### config.mk
export PLATFORM = sky130hd
export DESIGN_NAME = instruction_timing_decode
export DESIGN_NICKNAME = d
export VERILOG_FILES = /design/src/core_pkg.sv /design/src/data_ram.sv /design/src/instruction_timing_decode.sv
export SDC_FILE = /design/constraint.sdc
export NUM_CORES = 1
export LEC_CHECK = 0
export CAP_MARGIN = 40
export CORE_ASPECT_RATIO = 1.25
export CORE_MARGIN = 3
export CORE_UTILIZATION = 60
export CTS_BUF_LIST = sky130_fd_sc_hd__clkbuf_4 sky130_fd_sc_hd__clkbuf_8 sky130_fd_sc_hd__clkbuf_16
export CTS_CLUSTER_SIZE = 25
export DETAILED_ROUTE_END_ITERATION = 6
export DONT_BUFFER_PORTS = 1
export HOLD_SLACK_MARGIN = 0.08
export PLACE_DENSITY = 0.79
export REMOVE_ABC_BUFFERS = 1
export SLEW_MARGIN = 20
export SYNTH_ARGS = -nofsm -noshare
export SYNTH_HDL_FRONTEND = slang
export SYNTH_HIERARCHICAL = 1
export SYNTH_SLANG_ARGS = --single-unit
export TNS_END_PERCENT = 20
### constraint.sdc
create_clock -name clk_sys -period 18.7 [get_ports clk_sys]
set_input_delay 0.935 -clock clk_sys [delete_from_list [all_inputs] [get_ports clk_sys]]
set_output_delay 0.935 -clock clk_sys [all_outputs]
set_load 0.01 [all_outputs]
### src/core_pkg.sv
// Shared constants and types of the instruction timing and decode core
package core_pkg;
  // ************************************************************
  // Widths and timing
  // ************************************************************
  localparam int PC_W = 10;        // Program counter width
  localparam int DM_AW = 7;        // Data memory address width
  localparam int DW = 8;           // Data byte width
  localparam int IW = 16;          // Instruction word width
  localparam int STACK_DEPTH = 6;  // Return stack levels
  localparam int SP_W = 3;         // Stack pointer width
  localparam int PHASES = 4;       // Clock periods per instruction cycle
  localparam int OP_LSB = 10;      // Opcode field position
  localparam int OP_W = 6;         // Opcode field width
  localparam int BIT_LSB = 7;      // Bit index field position
  localparam int BIT_W = 3;        // Bit index field width
  // Phases of one instruction cycle
  localparam logic [1:0] PH_FETCH = 2'h0;
  localparam logic [1:0] PH_EXEC = 2'h2;
  localparam logic [1:0] PH_STEP = 2'h1;
  // Fixed values
  localparam logic [DM_AW-1:0] PROGRAM_COUNTER_LOW_BYTE_ADDR = 7'h06;
  localparam logic [DW-1:0] BYTE_ZERO = 8'h00;
  localparam logic [DW-1:0] BYTE_ONE = 8'h01;
  localparam logic [DW:0] BYTE_MAX = 9'h0FF;
  localparam logic [SP_W-1:0] SP_LAST = SP_W'(STACK_DEPTH - 1);
  localparam logic [SP_W-1:0] SP_ONE = 3'h1;
  // ************************************************************
  // Types
  // ************************************************************
  typedef logic [PC_W-1:0] pc_t;   // Program address
  typedef logic [DW-1:0] byte_t;   // Data byte
  localparam pc_t PC_ONE = 10'h001;
  localparam pc_t PC_TWO = 10'h002;
  // Operations, in opcode order
  typedef enum logic [OP_W-1:0] {
    nop_op, add_mem_op, add_imm_op, addc_mem_op, add_store_op,
    sub_mem_op, sub_imm_op, subc_mem_op, sub_store_op,
    and_mem_op, or_mem_op, xor_mem_op, and_imm_op, or_imm_op, xor_imm_op,
    and_store_op, or_store_op, xor_store_op, complement_op, complement_to_acc_op,
    increment_memory_op, increment_to_accumulator_op,
    decrement_memory_op, decrement_to_accumulator_op,
    rotate_right_op, rotate_left_op, rotate_right_carry_op, rotate_left_carry_op,
    move_to_acc_op, move_to_mem_op, move_imm_op, bit_set_op, bit_clear_op,
    skip_zero_op, skip_bit_zero_op, skip_bit_set_op, skip_inc_zero_op,
    skip_dec_zero_op, unconditional_jump_op, subroutine_call_op,
    subroutine_return_op, interrupt_return_op, table_read_op, halt_op,
    watchdog_clear_op
  } op_e;
  // Core flags
  typedef struct packed {
    logic int_enable;  // Set by return from interrupt
    logic halted;      // Power-down state
    logic zero;        // Zero flag
    logic carry;       // Carry, set means no borrow on subtract
  } flags_s;
  // Data memory request
  typedef struct packed {
    logic we;
    logic [DM_AW-1:0] waddr;
    byte_t wdata;
    logic [DM_AW-1:0] raddr;
  } ram_req_s;
  // Whole core state
  typedef struct packed {
    logic [1:0] ph;                              // Phase in instruction cycle
    logic extra;                                 // Second cycle in progress
    logic [IW-1:0] ir;                           // Executing instruction
    logic [IW-1:0] tbl_word;                     // Fetched table word
    pc_t pc;                                     // Program counter
    pc_t prog_addr;                              // Program memory address
    byte_t acc;                                  // Accumulator
    flags_s flags;                               // Flags
    logic [STACK_DEPTH-1:0][PC_W-1:0] stack;     // Return stack
    logic [SP_W-1:0] sp;                         // Next free stack slot
    byte_t tbl_high;                             // Table word high byte
    logic wdt_clear;                             // Watchdog clear pulse
    logic retire;                                // Instruction end pulse
    logic wake_meta;                             // Wake synchroniser stage 1
    logic wake_sync;                             // Wake synchroniser stage 2
  } core_state_s;
endpackage : core_pkg

### src/data_ram.sv
// Data memory with registered read data
`timescale 1ns/1ps
module data_ram #(
  parameter int WORDS = 128
) (
  input wire logic clk_sys,
  input core_pkg::ram_req_s req,
  output core_pkg::byte_t rdata
);
  import core_pkg::*;

  // Depth must fit the address field
  if (WORDS < 1 || WORDS > (1 << DM_AW)) begin : g_bad_depth
    $error("data_ram depth does not fit the address width");
  end

  byte_t mem [WORDS];  // Storage array

  // Write port and registered read port
  always_ff @(posedge clk_sys) begin
    if (req.we) begin
      mem[req.waddr] <= req.wdata;
    end
    rdata <= mem[req.raddr];
  end
endmodule : data_ram

### src/instruction_timing_decode.sv
// Instruction sequencing, timing and execution of the accumulator core
`timescale 1ns/1ps
// Summary of operation
// - Instruction cycle is four system clocks
// - Jumps, calls, returns, table reads: two cycles
// - Writing counter low byte adds a cycle
// - Taken skip two cycles, otherwise one
// - Conditional tests skip the next instruction
// - Call saves address after call for return
// - Jump loads target, saves nothing
// - Carry above 255, borrow below zero
// - Increment and decrement change by one
// - Logic results of zero set zero flag
// - Logic operands pass through the accumulator, except for the complements
// - Rotates shift one bit, carry variants included
// - Three move forms between memory, accumulator, immediate
// - Bit set and clear keep other bits
// - Table read moves program word low byte to memory, high byte to tbl_high
// - Halt powers down; watchdog clear instruction
// - Skip and counter low writes cost cycles
module instruction_timing_decode #(
  parameter int RAM_WORDS = 128
) (
  input wire logic clk_sys,
  input wire logic rstn,
  input wire logic [core_pkg::IW-1:0] prog_data,
  input wire logic wake_pin,
  output core_pkg::pc_t prog_addr,
  output core_pkg::byte_t acc,
  output core_pkg::flags_s flags,
  output core_pkg::byte_t tbl_high,
  output logic wdt_clear,
  output logic retire
);
  import core_pkg::*;

  // ************************************************************
  // Checks and helpers
  // ************************************************************
  if (PHASES != 4 || STACK_DEPTH > (1 << SP_W) || PC_W <= DW) begin : g_bad_cfg
    $error("instruction_timing_decode configuration not supported");
  end

  // Byte add with carry in, carry out in the top bit
  function automatic logic [DW:0] add_byte(input byte_t a, input byte_t b, input logic cin);
    add_byte = {1'b0, a} + {1'b0, b} + {{DW{1'b0}}, cin};
  endfunction : add_byte

  // One-hot mask for a bit index
  function automatic byte_t bit_mask(input logic [BIT_W-1:0] idx);
    bit_mask = BYTE_ONE << idx;
  endfunction : bit_mask

  // Stack pointer step with wrap over the stack depth
  function automatic logic [SP_W-1:0] sp_step(input logic [SP_W-1:0] sp, input logic up);
    if (up) begin
      sp_step = (sp == SP_LAST) ? '0 : sp + SP_ONE;
    end else begin
      sp_step = (sp == '0) ? SP_LAST : sp - SP_ONE;
    end
  endfunction : sp_step

  // ************************************************************
  // State and decode
  // ************************************************************
  core_state_s st_r;     // Registered state
  core_state_s st_nxt;   // Next state
  ram_req_s ram_req;     // Data memory request
  byte_t ram_rdata;      // Data memory read data
  op_e op;               // Decoded operation
  byte_t opnd;           // Memory operand
  byte_t imm;            // Immediate operand
  logic [BIT_W-1:0] bidx;  // Bit index
  logic pcl_hit;         // Operand is the program counter low byte
  logic exec_cyc;        // Execute phase of a first cycle
  logic skip;            // Skip taken
  logic two_cyc;         // Instruction needs a second cycle
  logic wr_mem;          // Result goes to memory
  logic wr_acc;          // Result goes to accumulator
  logic arith;           // Result from the adder
  logic set_z;           // Update zero flag
  logic set_c;           // Update carry flag
  logic newc;            // New carry
  byte_t res;            // Operation result
  logic [DW:0] sum;      // Adder output
  pc_t target;           // Next program counter

  assign op = op_e'(st_r.ir[OP_LSB +: OP_W]);
  assign imm = st_r.ir[DW-1:0];
  assign bidx = st_r.ir[BIT_LSB +: BIT_W];
  assign pcl_hit = (st_r.ir[DM_AW-1:0] == PROGRAM_COUNTER_LOW_BYTE_ADDR);
  // Counter low byte reads back the current counter
  assign opnd = pcl_hit ? st_r.pc[DW-1:0] : ram_rdata;
  assign exec_cyc = (st_r.ph == PH_EXEC) && !st_r.extra;

  // Data memory
  data_ram #(
    .WORDS(RAM_WORDS)
  ) u_ram (
    .clk_sys(clk_sys),
    .req(ram_req),
    .rdata(ram_rdata)
  );

  // ************************************************************
  // Next state
  // ************************************************************
  always_comb begin
    res = BYTE_ZERO;
    sum = '0;
    arith = 1'b0;
    wr_acc = 1'b0;
    wr_mem = 1'b0;
    set_z = 1'b0;
    set_c = 1'b0;
    skip = 1'b0;
    two_cyc = 1'b0;
    newc = st_r.flags.carry;
    target = pc_t'(st_r.pc + PC_ONE);
    st_nxt = st_r;
    st_nxt.wdt_clear = 1'b0;
    st_nxt.retire = 1'b0;
    st_nxt.wake_meta = wake_pin;
    st_nxt.wake_sync = st_r.wake_meta;
    ram_req = '0;
    ram_req.raddr = st_r.ir[DM_AW-1:0];
    ram_req.waddr = st_r.ir[DM_AW-1:0];
    // Phase counter stands while powered down
    if (st_r.flags.halted) begin
      if (st_r.wake_sync) begin
        st_nxt.flags.halted = 1'b0;
      end
    end else begin
      st_nxt.ph = st_r.ph + PH_STEP;
    end
    // Fetch; a second cycle keeps the instruction and takes the table word
    if (!st_r.flags.halted && st_r.ph == PH_FETCH) begin
      if (st_r.extra) begin
        st_nxt.tbl_word = prog_data;
      end else begin
        st_nxt.ir = prog_data;
      end
    end
    // Second cycle: refetch from the new counter, finish table read
    if (st_r.ph == PH_EXEC && st_r.extra) begin
      st_nxt.extra = 1'b0;
      st_nxt.prog_addr = st_r.pc;
      st_nxt.retire = 1'b1;
      if (op == table_read_op) begin
        ram_req.we = 1'b1;
        ram_req.wdata = st_r.tbl_word[DW-1:0];
        st_nxt.tbl_high = st_r.tbl_word[IW-1:DW];
      end
    end
    // Execute
    if (exec_cyc) begin
      case (op)
        // Arithmetic, carry out of the adder
        add_mem_op: begin
          sum = add_byte(st_r.acc, opnd, 1'b0);
          arith = 1'b1;
          wr_acc = 1'b1;
        end
        add_imm_op: begin
          sum = add_byte(st_r.acc, imm, 1'b0);
          arith = 1'b1;
          wr_acc = 1'b1;
        end
        addc_mem_op: begin
          sum = add_byte(st_r.acc, opnd, st_r.flags.carry);
          arith = 1'b1;
          wr_acc = 1'b1;
        end
        add_store_op: begin
          sum = add_byte(st_r.acc, opnd, 1'b0);
          arith = 1'b1;
          wr_mem = 1'b1;
        end
        // Subtract as add of complement, carry clear on borrow
        sub_mem_op: begin
          sum = add_byte(st_r.acc, ~opnd, 1'b1);
          arith = 1'b1;
          wr_acc = 1'b1;
        end
        sub_imm_op: begin
          sum = add_byte(st_r.acc, ~imm, 1'b1);
          arith = 1'b1;
          wr_acc = 1'b1;
        end
        subc_mem_op: begin
          sum = add_byte(st_r.acc, ~opnd, st_r.flags.carry);
          arith = 1'b1;
          wr_acc = 1'b1;
        end
        sub_store_op: begin
          sum = add_byte(st_r.acc, ~opnd, 1'b1);
          arith = 1'b1;
          wr_mem = 1'b1;
        end
        // Logic, one operand the accumulator except for the complements
        and_mem_op: begin res = st_r.acc & opnd; wr_acc = 1'b1; set_z = 1'b1; end
        or_mem_op: begin res = st_r.acc | opnd; wr_acc = 1'b1; set_z = 1'b1; end
        xor_mem_op: begin res = st_r.acc ^ opnd; wr_acc = 1'b1; set_z = 1'b1; end
        and_imm_op: begin res = st_r.acc & imm; wr_acc = 1'b1; set_z = 1'b1; end
        or_imm_op: begin res = st_r.acc | imm; wr_acc = 1'b1; set_z = 1'b1; end
        xor_imm_op: begin res = st_r.acc ^ imm; wr_acc = 1'b1; set_z = 1'b1; end
        and_store_op: begin res = st_r.acc & opnd; wr_mem = 1'b1; set_z = 1'b1; end
        or_store_op: begin res = st_r.acc | opnd; wr_mem = 1'b1; set_z = 1'b1; end
        xor_store_op: begin res = st_r.acc ^ opnd; wr_mem = 1'b1; set_z = 1'b1; end
        complement_op: begin res = ~opnd; wr_mem = 1'b1; set_z = 1'b1; end
        complement_to_acc_op: begin res = ~opnd; wr_acc = 1'b1; set_z = 1'b1; end
        // Step by one
        increment_memory_op: begin res = opnd + BYTE_ONE; wr_mem = 1'b1; set_z = 1'b1; end
        increment_to_accumulator_op: begin res = opnd + BYTE_ONE; wr_acc = 1'b1; set_z = 1'b1; end
        decrement_memory_op: begin res = opnd - BYTE_ONE; wr_mem = 1'b1; set_z = 1'b1; end
        decrement_to_accumulator_op: begin res = opnd - BYTE_ONE; wr_acc = 1'b1; set_z = 1'b1; end
        // Rotates by one bit
        rotate_right_op: begin res = {opnd[0], opnd[DW-1:1]}; wr_mem = 1'b1; end
        rotate_left_op: begin res = {opnd[DW-2:0], opnd[DW-1]}; wr_mem = 1'b1; end
        rotate_right_carry_op: begin
          res = {st_r.flags.carry, opnd[DW-1:1]};
          newc = opnd[0];
          set_c = 1'b1;
          wr_mem = 1'b1;
        end
        rotate_left_carry_op: begin
          res = {opnd[DW-2:0], st_r.flags.carry};
          newc = opnd[DW-1];
          set_c = 1'b1;
          wr_mem = 1'b1;
        end
        // Moves
        move_to_acc_op: begin res = opnd; wr_acc = 1'b1; end
        move_to_mem_op: begin res = st_r.acc; wr_mem = 1'b1; end
        move_imm_op: begin res = imm; wr_acc = 1'b1; end
        // Bit operations, read-modify-write inside the core
        bit_set_op: begin res = opnd | bit_mask(bidx); wr_mem = 1'b1; end
        bit_clear_op: begin res = opnd & ~bit_mask(bidx); wr_mem = 1'b1; end
        // Conditional skips
        skip_zero_op: skip = (opnd == BYTE_ZERO);
        skip_bit_zero_op: skip = ((opnd & bit_mask(bidx)) == BYTE_ZERO);
        skip_bit_set_op: skip = ((opnd & bit_mask(bidx)) != BYTE_ZERO);
        skip_inc_zero_op: begin
          res = opnd + BYTE_ONE;
          wr_mem = 1'b1;
          skip = (res == BYTE_ZERO);
        end
        skip_dec_zero_op: begin
          res = opnd - BYTE_ONE;
          wr_mem = 1'b1;
          skip = (res == BYTE_ZERO);
        end
        // Control transfer
        unconditional_jump_op: begin
          target = st_r.ir[PC_W-1:0];
          two_cyc = 1'b1;
        end
        subroutine_call_op: begin
          st_nxt.stack[st_r.sp] = pc_t'(st_r.pc + PC_ONE);
          st_nxt.sp = sp_step(st_r.sp, 1'b1);
          target = st_r.ir[PC_W-1:0];
          two_cyc = 1'b1;
        end
        subroutine_return_op, interrupt_return_op: begin
          st_nxt.sp = sp_step(st_r.sp, 1'b0);
          target = st_r.stack[sp_step(st_r.sp, 1'b0)];
          two_cyc = 1'b1;
          if (op == interrupt_return_op) begin
            st_nxt.flags.int_enable = 1'b1;
          end
        end
        table_read_op: two_cyc = 1'b1;
        // Power down and watchdog
        halt_op: st_nxt.flags.halted = 1'b1;
        watchdog_clear_op: st_nxt.wdt_clear = 1'b1;
        default: ;
      endcase
      if (arith) begin
        res = sum[DW-1:0];
        newc = sum[DW];
        set_z = 1'b1;
        set_c = 1'b1;
      end
      if (wr_acc) begin
        st_nxt.acc = res;
      end
      if (set_z) begin
        st_nxt.flags.zero = (res == BYTE_ZERO);
      end
      if (set_c) begin
        st_nxt.flags.carry = newc;
      end
      // Memory write; counter low byte write acts as a jump
      if (wr_mem) begin
        if (pcl_hit) begin
          target = {st_r.pc[PC_W-1:DW], res};
          two_cyc = 1'b1;
        end else begin
          ram_req.we = 1'b1;
          ram_req.wdata = res;
        end
      end
      if (skip) begin
        target = pc_t'(st_r.pc + PC_TWO);
        two_cyc = 1'b1;
      end
      st_nxt.pc = target;
      if (two_cyc) begin
        st_nxt.extra = 1'b1;
        if (op == table_read_op) begin
          st_nxt.prog_addr = {st_r.pc[PC_W-1:DW], st_r.acc};
        end
      end else begin
        st_nxt.prog_addr = target;
        st_nxt.retire = 1'b1;
      end
    end
  end

  // State register
  always_ff @(posedge clk_sys or negedge rstn) begin
    if (!rstn) begin
      st_r <= '0;
    end else begin
      st_r <= st_nxt;
    end
  end

  // Outputs straight from the state register
  assign prog_addr = st_r.prog_addr;
  assign acc = st_r.acc;
  assign flags = st_r.flags;
  assign tbl_high = st_r.tbl_high;
  assign wdt_clear = st_r.wdt_clear;
  assign retire = st_r.retire;
endmodule : instruction_timing_decode

==> results.py <==
metrics = {
    "synthesis": {
        "ys_async_sr_fraction": 0.121,
        "synthesis.area_sq_mm": 0.0514,
        "synth-seq-cells": 1174,
        "ys_seq_area_frac": 0.670,
        "synth.most_common_cell": "edfxtp_1",
        "syn_area_per_cell_sq_um": 16.9,
        "yosys.area.top_type": "edfxtp_1",
        "synthCells": 3044,
        "synth_edf_count": 1024,
        "synthTopCellsByArea": "edfxtp_1, mux4_2, dfrtp_1",
        "ys.warnings.count": 6,
        "netlist.area_leader.share": 0.598,
        "netlist_top_cells_count": "edfxtp_1, mux4_2, nor2_1",
        "ys_types": 100,
        "synth_ff_type": "edfxtp_1",
    },
    "timing": {
        "finalClockSkew_ns": 0.0493,
        "min_period_over_period": 0.361,
        "drv_slew": 0,
        "clock.fmax_mhz": 148,
        "tightest_slew_ns": 1.13,
        "finalSetupTns_ns": 0,
        "period_needed_ns": 6.74,
        "relSlewSlack": 0.246,
        "hold_viol": 0,
        "setup_viol": 0,
        "rsz0062_at_grt": "false",
    },
    "global_routing": {
        "grt_pass1_wl_mm": 220,
        "antenna_found_initial": 6,
        "grt_pass1_vias": 30900,
        "grt.total_usage": 0.343,
        "grt_overflow_total": 0,
        "grt_start_max_net_pins": 166,
    },
    "worst_setup_path": {
        "cpMostUsedCell": "buf_4",
        "critPathLaunch": "imm[4]",
        "critPathMaxFanout": 49,
        "cp.required_ns": 19.21,
        "reg2reg_from": "imm[4]",
        "crit_chain": "nor4b_4 > buf_4 > nand2_2 > mux2i_1 > inv_2 > ha_1 > nor2_1 > a311oi_1 > o22ai_1 > or4b_1 > o221ai_2 > xnor2_1 > xor2_1 > a211oi_2 > o21ai_4 > buf_4 > buf_12",
        "cp_top_family": "compound AO/OA/AOI/OAI gates",
        "critPathMaxStageDelay_ns": 0.76,
        "crit_arrival_ns": 7.25,
        "startpoint_type": "register",
        "worstSetupPathType": "reg -> reg",
        "path_buf_inv": 4,
        "worst_path_max_delay_cell": "dfrtp_4",
        "critPathCaptureType": "register",
    },
    "floorplanning": {
        "dieArea_sq_mm": 0.0893,
        "num_io_pins": 51,
        "die_y_microns": 333,
        "core-area_sq_mm": 0.0846,
        "initial_utilization": 0.608,
        "die_w_microns": 268,
        "num_rows": 119,
    },
    "clock_tree": {
        "holdBufCountCts": 1,
        "post_cts_buffers": 0,
        "clkSinkCount": 1174,
        "htreeDepth": 3,
        "numCtsBuffers": 107,
        "clockBufferDepth": 3,
        "cts_root_buf": "clkbuf_16",
        "path_clk_slew_ns": 0.06,
        "clock_latency_ns": 0.71,
        "cts_resized": 0,
        "cts_tree": "built",
    },
    "power": {
        "p_seq_frac": 0.357,
        "power_density_mw_per_mm2": 158,
        "power_frac_comb": 0.389,
        "p_int_uw": 5730,
        "netSwitchingPower_uw": 3340,
        "ir_worst_vdd_uv": 124,
        "switching_share": 0.369,
        "p_leak_uw": 0.0193,
        "clkPwrFrac": 0.254,
    },
    "drt": {
        "ant_nets": 0,
        "route.vias.total": 30800,
        "remaining_drc_errors": 0,
        "wirelength_mm": 152,
        "wire_per_inst_microns": 35.4,
        "viasPerCell": 7.18,
        "dr.pass1.iters": 6,
        "first_iter_violations": 4604,
    },
    "place": {
        "dp_cells": 4031,
        "port_buffers": 0,
        "dp_hpwl_mm": 92.6,
        "place.gp.congestion": 1.02,
    },
    "layout": {
        "final_util": 0.677,
        "drive_above_1_share": 0.255,
        "area_growth_pct": 11.4,
        "layout.cells.non_filler": 4292,
        "finalNetCount": 3179,
    },
    "flow_run": {
        "maxCapViolCount": 0,
    },
    "outcome": {
        "status": "complete, no violations",
    },
    "hold_path": {
        "min_path_type": "in -> async",
    },
}
## per-stage QoR
step | hold slack [ns] | instance area [sq um] | power [uW] | setup WS, ns
final | 0.226 | 57300 | 9070 | 11.96
after global routing | 0.258 | 57200 | 9360 | 11.51
after CTS | 0.245 | 56700 | 8990 | 11.84
after detailed placement | 0.341 | 52900 | 6640 | 11.90
after global placement | 0.345 | 52400 | 6560 | 12.14
after floorplan | 0.331 | 50400 | 5870 | -2.00
## registers in the layout, indices dropped and copies added (netlist names), named ones only
register     cells
u_ram/mem     1024
st_nxt           1
flags            4
acc              8
u_ram/rdata      8
retire           1
tbl_high         8
wdt_clear        1
imm              7
op               6
prog_addr       10
st_r            33
bidx             3
## routing by layer
layer,wire length (microns),global-route usage,vias up
li1,-,-,12300
met1,50000,0.420,15700
met2,77400,0.583,2223
met3,14000,0.0632,547
met4,10600,0.188,6
met5,40,0,-
## kinds of logic (layout without fill, tap and decap cells)
family	count (synthesis)	after routing	share of synthesized area
buf+inv	269	425	0.0238
xor+xnor	46	46	0.00784
mux	430	430	0.169
fa+ha+maj	50	50	0.0126
simple gates	663	663	0.0620
flops	1174	1174	0.670
compound gates	412	412	0.0541
other cells	0	3	0
## worst paths after layout
| check | to | slack (ns) | cells past startpoint |
|---|---|---|---|
| max | u_ram/mem[68][7] | 11.96 | 17 |
| min | asynchronous set/reset pin | 0.23 | 1 |
| max reg2reg | u_ram/mem[68][7] | 11.96 | 17 |
| min reg2reg | st_r[0] | 0.37 | 0 |
| max in group asynchronous | imm[0] | 17.80 | 1 |
| min in group clk_sys | st_nxt[0] | 0.29 | 0 |
## power groups by stage
stage | registers, uW | clock network (uW) | logic, uW
after detailed placement | 3290 | 0 | 3360
after global routing | 3240 | 2430 | 3690
after global placement | 3280 | 0 | 3280
after floorplan | 3480 | 0 | 2390
after CTS | 3230 | 2330 | 3430
final | 3230 | 2310 | 3530
## cell usage in the layout (no fill, tap or decap), drive strengths merged, types with 28 or more instances in the layout
cell type,count
mux2,56
edfxtp,1024
clkbuf,124
mux4,346
nor3,56
nand3,64
inv,64
o21ai,132
a21oi,76
clkinv,47
dfrtp,142
nand2,165
ha,47
nor2,219
xnor2,39
mux2i,28
buf,165
## area by class of cell
class / count / area (sq um)
inverter: 59 / 221
tap: 1089 / 1360
multi-input combinational: 1601 / 15900
antenna: 3 / 7.51
clock buffer: 123 / 2820
clock inverter: 76 / 895
fill: 5258 / 27300
timing repair buffer: 167 / 1590
sequential: 1174 / 34500
(Power assumes the default switching activity.)
